`src/rtl/gic_map.vh`:
```
`ifndef GIC_MAP_VH
`define GIC_MAP_VH

// ----------------------------------------------------------------------
// operation codes as issued by decode
// ----------------------------------------------------------------------
`define GIC_OP_ISUB      8'h0D
`define GIC_OP_ISUBI     8'h20
`define GIC_OP_INEQI     8'h03
`define GIC_OP_INEQ      8'h27
`define GIC_OP_IZERO     8'h2E
`define GIC_OP_INONZERO  8'h2F
`define GIC_OP_JMPF      8'hB4
`define GIC_OP_JMPT      8'hB0
`define GIC_OP_JMPI      8'hB2

// ----------------------------------------------------------------------
// field positions, reset values and latencies
// ----------------------------------------------------------------------
`define GIC_GUARD_BIT    0
`define GIC_COND_BIT     0
`define GIC_IMM_MSB      6
`define GIC_RESULT_RST   32'h00000000
`define GIC_PC_RST       32'h00000000
`define GIC_ALU_LAT      1
`define GIC_JMP_LAT      3

`endif

```
`src/rtl/gic_delay.v`:
```
`timescale 1ns/1ps
// ----------------------------------------------------------------------
// fixed-depth pipeline for the jump redirect
// ----------------------------------------------------------------------
module gic_delay (
  clock,
  sys_rst,
  in_valid,
  in_target,
  out_valid,
  out_target
);
  input         clock;
  input         sys_rst;
  input         in_valid;
  input  [31:0] in_target;
  output        out_valid;
  output [31:0] out_target;
  wire          clock;
  wire          sys_rst;
  wire          in_valid;
  wire   [31:0] in_target;
  wire          out_valid;
  wire   [31:0] out_target;

  reg    [1:0]  valid_reg;
  reg    [31:0] target_reg [0:1];

  // two stages here plus the register in the caller give three cycles
  always @(posedge clock or posedge sys_rst) begin
    if (sys_rst) begin
      valid_reg     <= 2'h0;
      target_reg[0] <= 32'h00000000;
      target_reg[1] <= 32'h00000000;
    end else begin
      valid_reg     <= {valid_reg[0], in_valid};
      target_reg[0] <= in_target;
      target_reg[1] <= target_reg[0];
    end
  end

  assign out_valid  = valid_reg[1];
  assign out_target = target_reg[1];
endmodule // gic_delay

```
`src/rtl/gic_exec.v`:
```
`timescale 1ns/1ps
`include "gic_map.vh"

module gic_exec (
  clock,
  sys_rst,
  issue_valid,
  issue_opcode,
  guard_present,
  guard_value,
  first_source,
  second_source,
  issue_imm,
  issue_dest,
  result_valid,
  result_write,
  result_dest,
  result_data,
  redirect_valid,
  redirect_pc
);
  input         clock;
  input         sys_rst;
  input         issue_valid;
  input  [7:0]  issue_opcode;
  input         guard_present;
  input  [31:0] guard_value;
  input  [31:0] first_source;
  input  [31:0] second_source;
  input  [31:0] issue_imm;
  input  [6:0]  issue_dest;
  output        result_valid;
  output        result_write;
  output [6:0]  result_dest;
  output [31:0] result_data;
  output        redirect_valid;
  output [31:0] redirect_pc;
  wire          clock;
  wire          sys_rst;
  wire          issue_valid;
  wire   [7:0]  issue_opcode;
  wire          guard_present;
  wire   [31:0] guard_value;
  wire   [31:0] first_source;
  wire   [31:0] second_source;
  wire   [31:0] issue_imm;
  wire   [6:0]  issue_dest;
  wire          result_valid;
  wire          result_write;
  wire   [6:0]  result_dest;
  wire   [31:0] result_data;
  wire          redirect_valid;
  wire   [31:0] redirect_pc;

  // ----------------------------------------------------------------------
  // helpers
  // ----------------------------------------------------------------------
  // sign-extend a 7-bit modifier; also used for the zero-extended form
  function [31:0] ext7;
    input [6:0] v;
    input       signed_form;
    begin
      ext7 = {{25{signed_form & v[`GIC_IMM_MSB]}}, v};
    end
  endfunction

  // not-equal flag widened to a full register value
  function [31:0] ne_word;
    input [31:0] x;
    input [31:0] y;
    begin
      ne_word = {31'h0, (x != y)};
    end
  endfunction

  // select: zero when the test holds, otherwise pass the value through
  function [31:0] zero_or;
    input        zero_it;
    input [31:0] v;
    begin
      zero_or = zero_it ? 32'h00000000 : v;
    end
  endfunction

  // only bit 0 of the guard is looked at; upper bits are don't-care
  // absent guard behaves as a true guard
  wire guard_ok;
  assign guard_ok = ~guard_present | guard_value[`GIC_GUARD_BIT];

  // ----------------------------------------------------------------------
  // alu result selection
  // ----------------------------------------------------------------------
  reg        is_alu;
  reg [31:0] alu_next;
  // unknown opcodes leave is_alu low, so no result pulse appears
  always @* begin
    is_alu   = 1'h1;
    alu_next = 32'h00000000;
    case (issue_opcode)
      `GIC_OP_INEQ:
        alu_next = ne_word(first_source, second_source);
      `GIC_OP_INEQI:
        alu_next = ne_word(first_source, ext7(issue_imm[6:0], 1'h1));
      `GIC_OP_IZERO:
        alu_next = zero_or(first_source == 32'h00000000, second_source);
      `GIC_OP_INONZERO:
        alu_next = zero_or(first_source != 32'h00000000, second_source);
      // signed and unsigned give the same bits, so no flags are kept
      // wrap-around subtract
      `GIC_OP_ISUB:
        alu_next = first_source - second_source;
      // zero extension keeps 0 to 127 in range without a check
      // unsigned immediate subtract
      `GIC_OP_ISUBI:
        alu_next = first_source - ext7(issue_imm[6:0], 1'h0);
      default:
        is_alu = 1'h0;
    endcase
  end

  // ----------------------------------------------------------------------
  // jump decision
  // ----------------------------------------------------------------------
  // condition and target are settled in the issue cycle
  reg        take_jump;
  reg [31:0] jump_target;
  always @* begin
    take_jump   = 1'h0;
    // conditional jumps take the second source as their target; JMPI takes the immediate
    jump_target = second_source;
    case (issue_opcode)
      `GIC_OP_JMPF:
        take_jump = ~first_source[`GIC_COND_BIT];
      // jump on true, the same condition bit without inversion
      `GIC_OP_JMPT:
        take_jump = first_source[`GIC_COND_BIT];
      `GIC_OP_JMPI: begin
        take_jump   = 1'h1;
        jump_target = issue_imm;
      end
      default:
        take_jump = 1'h0;
    endcase
  end

  // ----------------------------------------------------------------------
  // result stage, one cycle after issue
  // ----------------------------------------------------------------------
  reg        valid_reg;
  reg        write_reg;
  reg [6:0]  dest_reg;
  reg [31:0] data_reg;
  always @(posedge clock or posedge sys_rst) begin
    if (sys_rst) begin
      valid_reg <= 1'h0;
      write_reg <= 1'h0;
      dest_reg  <= 7'h00;
      data_reg  <= `GIC_RESULT_RST;
    end else begin
      valid_reg <= issue_valid & is_alu;
      write_reg <= issue_valid & is_alu & guard_ok;
      dest_reg  <= issue_dest;
      // computed even on a false guard; write-back ignores it then
      data_reg  <= alu_next;
    end
  end

  assign result_valid = valid_reg;
  assign result_write = write_reg;
  assign result_dest  = dest_reg;
  assign result_data  = data_reg;

  // ----------------------------------------------------------------------
  // jump stage, first of the three redirect cycles
  // ----------------------------------------------------------------------
  reg        jump_reg;
  reg [31:0] target_reg;
  // target is latched on every issue; only the valid bit carries meaning
  always @(posedge clock or posedge sys_rst) begin
    if (sys_rst) begin
      jump_reg   <= 1'h0;
      target_reg <= `GIC_PC_RST;
    end else begin
      jump_reg   <= issue_valid & take_jump & guard_ok;
      target_reg <= jump_target;
    end
  end

  // ----------------------------------------------------------------------
  // redirect pipeline, three cycles after issue
  // ----------------------------------------------------------------------
  // redirect_pc takes a new target every cycle; read it only with redirect_valid
  // branch delay of three
  gic_delay u_delay (
    .clock      (clock),
    .sys_rst    (sys_rst),
    .in_valid   (jump_reg),
    .in_target  (target_reg),
    .out_valid  (redirect_valid),
    .out_target (redirect_pc)
  );
endmodule // gic_exec

```
`config.mk`:
```
export PLATFORM = sky130hd
export DESIGN_NAME = gic_exec
export DESIGN_NICKNAME = d
export VERILOG_FILES = /design/src/rtl/gic_delay.v /design/src/rtl/gic_exec.v
export VERILOG_INCLUDE_DIRS = /design/src /design/src/rtl
export SDC_FILE = /design/constraint.sdc
export NUM_CORES = 1
export LEC_CHECK = 0
export BUFFER_PORTS_ARGS = -buffer_cell sky130_fd_sc_hd__buf_2
export CORE_MARGIN = 2
export CORE_UTILIZATION = 52
export DETAILED_ROUTE_END_ITERATION = 8
export PLACE_DENSITY = 0.87
export SYNTH_ARGS = -nofsm -noshare
export SYNTH_HDL_FRONTEND = slang
export SYNTH_HIERARCHICAL = 1
export SYNTH_SLANG_ARGS = --single-unit
```
`constraint.sdc`:
```
create_clock -name clock -period 2.6 [get_ports clock]
set_clock_uncertainty 0.05 [all_clocks]
set_input_delay 0.26 -clock clock [delete_from_list [all_inputs] [get_ports clock]]
set_output_delay 0.26 -clock clock [all_outputs]
set_load 0.005 [all_outputs]
```
== Word level (Yosys, flattened, before mapping) ==
Cells that the tools add are included.

* Register bits: 140
* Input port bits: 147
* Output and inout port bits: 74
* Word-level logic and storage cells: 38

* $add $sub $neg: 2
* Equality and inequality tests: 11
* Multiplexer cells: 6
* Bitwise operators: 7
* Reductions and logical operators: 3

{| class="wikitable"
|+ Operators with widths
! cell !! count
|-
| 32-bit one-hot mux with 6 select lines || 1
|-
| 32-bit 2-to-1 mux || 3
|-
| 32-bit inequality test || 2
|-
| 8-bit by 6-bit equality test with 1-bit output, second input constant || 4
|-
| 32-bit zero test || 1
|-
| 32-bit nonzero test || 1
|-
| 32-bit subtractor || 1
|-
| 32-bit by 7-bit subtractor with 32-bit output || 1
|-
| 8-bit equality test, second input constant || 3
|-
| 8-bit by 2-bit equality test with 1-bit output, second input constant || 1
|-
| 8-bit by 4-bit equality test with 1-bit output, second input constant || 1
|-
| 6-bit OR reduction || 1
|-
| 1-bit bitwise AND || 4
|-
| 1-bit one-hot mux with 3 select lines || 1
|-
| 1-bit NOT || 2
|-
| 1-bit 2-to-1 mux || 1
|-
| 1-bit OR || 1
|}

== Depth between registers and ports, before layout ==
* Word-level depth: 5
* Gate-level depth with buffers: 12
* Mapped depth without buffers: 12

== Cells and area by module ==
The synthesis kept the hierarchy.

{| class="wikitable"
|+ By module, submodules not included
! module !! times used !! cells an instance !! area an instance (um2) !! seq. area each (um2)
|-
| gic_exec || 1 || 661 || 5534.1 || 1851.8
|-
| gic_delay || 1 || 99 || 1895.6 || 1651.6
|}

== Least setup slack after synthesis ==
No wires, ideal clock.

* Path kind: input to register
* Start: input port second_source[4]
* End: register data_reg[27], in the netlist result_data[27]
* Library setup time: 0.064 ns
* Data arrival time: 2.562 ns
* Required time: 2.486 ns
* Slack: -0.077 ns
* Cell stages on the path: 11
* Buffers on the path: 0
* Cell sequence: inv_1 -> ha_1 -> and2_1 -> a31oi_1 -> nor4b_1 -> o21ai_1 -> o41ai_2 -> o21ai_1 -> or4_1 -> a31oi_1 -> a211o_1

* Longest elaborated chain between the ends: 2

{| class="wikitable"
|+ Ends and longest elaborated chain
! element !! line !! source
|-
| start: declaration || gic_exec.v:45 || <nowiki>wire [31:0] second_source;</nowiki>
|-
| 32-bit subtractor || gic_exec.v:111 || <nowiki>alu_next = first_source - second_source;</nowiki>
|-
| 32-bit one-hot mux with 6 select lines || gic_exec.v:99 || <nowiki>case (issue_opcode)</nowiki>
|-
| named net alu_next[27] || gic_exec.v:94 || <nowiki>reg [31:0] alu_next;</nowiki>
|-
| end signal: assignment || gic_exec.v:158 || <nowiki>data_reg <= `GIC_RESULT_RST;</nowiki>
|-
| end signal: assignment || gic_exec.v:164 || <nowiki>data_reg <= alu_next;</nowiki>
|-
| end: declaration || gic_exec.v:152 || <nowiki>reg [31:0] data_reg;</nowiki>
|}

The timed path passes the listed nets, and every way through them passes these cells.

== Worst setup path in the final report ==
Same ends and word-level chain as after synthesis.

==> metrics.txt <==
Ports=~220; Placed Instance Area=between 9000 and 10000 um2; total global-route track usage=0.314; dpl hpwl=between 15000 and 20000 um; Nets=~1.3k; setup_tns=0 ps; Final Cycle Share=0.944; Yosys cell types=61; Internal=approximately 4000 uW; first-pass GRT wire length=~36000 um; Die Outline Area=15300 um2; Vias=around 7k; # DRC=0; largest net degree at the start of global routing=between 60 and 70; number of vias per cell=between 5 and 6; clock root buffer=clkbuf_16; Gate power share=0.202; Final Cell Area=between 10000 and 15000 um2; CTS Buf Count=17; Synth Area in Simple Gates=0.154; worst endpoint required time=2920 ps; Post-Synth XOR/XNOR Area=0.0647; post-route ant nets=0; Synth Area per Inst=around 9.8 um2; Flop pwr share=0.409; Final Critical Period=2450 ps; status=completed; share of flip-flops with an asynchronous set or reset=1.00; clock share of power=0.389; Placeable Area=13900 um2; Worst IR Drop VDD=about 0.43 mV; later-pin clock latency in the skew report=430 ps; multiplexer share of the synthesized area=0.00842; leading register cell type out of synthesis=dfrtp_1; Initial Utilization=0.533; Hold Fails Final Rpt=0; RSZ-0062 raised after global routing=false; Die Wd=~120 um; crit end category=flip-flop; Clock transition at path regs=about 60 ps; number of global-route vias before repair=around 7.3k; initial DRC count=585; largest cells by area after synthesis=dfrtp_1 47%, ha_1 6.4%, nand2_1 3.7%; Yosys top cell area share=0.472; adder-cell share of the synthesized area=0.0694; Area Growth Syn to Fin=35.7%; initial antenna violation count=7; Max Fclk=407 MHz; compound-gate portion of the synthesized area=0.164; main combinational cell family by area after synthesis=compound AO/OA/AOI/OAI gates; Hold Path Class=in -> reg; Max Root-Sink Buffers=2; number of synthesized flops with an enable pin=0; DR pass1 iterations=6; critical path type=in -> reg; Synth Register Bits=140; Post-synth top cells=140 x dfrtp_1, 74 x nand2_1, 53 x o21ai_0; P_sw=between 1500 and 2000 uW; maximum fanout along the worst path=5; Synth Warn #=6; Buffers on Ports=between 150 and 200; Sw Share=0.283; Max-Cap Viols=0; Post-Syn Area=approximately 7400 um2; H-tree depth=4; Static Leak=roughly 0.0050 uW; Setup crit start kind=input port; layout cells sized above 1=0.347; register area=approximately 3500 um2; Routed WL=23200 um; TritonCTS sink count=140; post-synth net total=947; multi-input logic area=approximately 3500 um2; die extent in y=roughly 120 um; Post-Synthesis Cells=760; GR Overflow Total=0; Avg WL per Cell=around 18 um; Max Slew Vio Count=0; sequential fraction of the synthesis area=0.472; most area-hungry cell type in the Yosys netlist=dfrtp_1; top-count cell post-synth=dfrtp_1; # fillers=986; CTS tree=yes; RD Place Congestion=0.980; Core Rows=43; endpoints failing setup=0; PwrDens=556 nW/um2; CP arrival=between 2000 and 3000 ps; Max-slew headroom=0.397; Worst-Margin Slew=about 900 ps
[cell families (layout without fill, tap and decap cells)]
logic type               count (synthesis)  count (layout)
flip-flops                             140             140
multiplexers                             6               6
buffers and inverters                  100             419
other                                    0               4
XOR/XNOR                                54              54
adder cells (fa/ha/maj)                 40              40
AO/OA/AOI/OAI                          192             192
AND/OR/NAND/NOR                        228             228
[layout make-up]
type,count,area share
sequential,140,0.348
multi-input combinational,520,0.344
timing repair buffer,341,0.215
clock buffer,18,0.0426
tap,180,0.0223
inverter,47,0.0175
clock inverter,13,0.00943
antenna,4,0.000993
[metal layers]
layer  share of wire  global-route usage  up-vias
li1                -                   -     3269
met1            0.39               0.377     3409
met2            0.48               0.514      340
met3           0.084              0.0729       95
met4           0.048               0.188        0
met5               0                   0        -
[placed cells by master (no fill, tap or decap), drive strengths merged, types with 9 or more instances in the layout]
cell and count:
xnor2 28, a22oi 17, nor3 24, and2 9, clkbuf 18, nand4 13, nand2b 15, dfrtp 140
xor2 26, a21o 9, a21oi 35, a31oi 9, buf 323, nor2 40, ha 38, nand3 16
dlygate4sd3 18, o21ai 70, nand2 75, inv 50, nor4 12
[through the flow]
stage,utilization,hold WS [ps],instances,total power [uW],setup slack [ps]
after global placement,0.670,281,1210,3370,-224
after CTS,0.720,0.439,1259,5580,31.5
final,0.723,6.39,1263,5600,146
after floorplan,-,241,760,2910,-2.53
after detailed placement,0.670,285,1210,3400,-271
after global routing,0.723,21.6,1263,5830,1.71
[power groups by stage]
stage	registers [uW]	clock network [uW]	logic [uW]
after global placement	2320	0	1050
after floorplan	2320	0	585
final	2290	2180	1130
after CTS	2290	2190	1100
after detailed placement	2330	0	1070
after global routing	2300	2290	1240
[critical path: stages]
cell and delay [ps]:
buf_2 90, inv_1 40, ha_1 330, and2_1 170, a31oi_1 180, nor4b_4 290
o21ai_1 170, o41ai_2 290, o21ai_1 220, or4_1 440, a31oi_1 160, a211o_1 110
[what timing repair did]
action                                  4_1_cts  5_1_grt
setup buffers                                 0        0
gates resized for setup                       0        9
endpoints found under the hold margin        42        0
hold buffers                                 18        0
endpoints found under the setup margin        0        8
[path summary, 6_finish.rpt]
path | startpoint | end | slack (ps) | depth (start not counted)
worst max-delay path | second_source[4] | result_data[27]$_DFF_PP0_ | 150 | 12
worst min-delay path | issue_imm[7] | target_reg[7]$_DFF_PP0_ | 6 | 3
worst max register to register | target_reg[21]$_DFF_PP0_ | u_delay/target_reg[53]$_DFF_PP0_ | 2020 | 0
worst min register to register | u_delay/target_reg[40]$_DFF_PP0_ | u_delay/out_target[8]$_DFF_PP0_ | 290 | 0
max in group asynchronous | sys_rst | target_reg[19]$_DFF_PP0_ | 1270 | 4
min in group asynchronous | sys_rst | u_delay/out_target[8]$_DFF_PP0_ | 390 | 3
(Power assumes the default switching activity.)
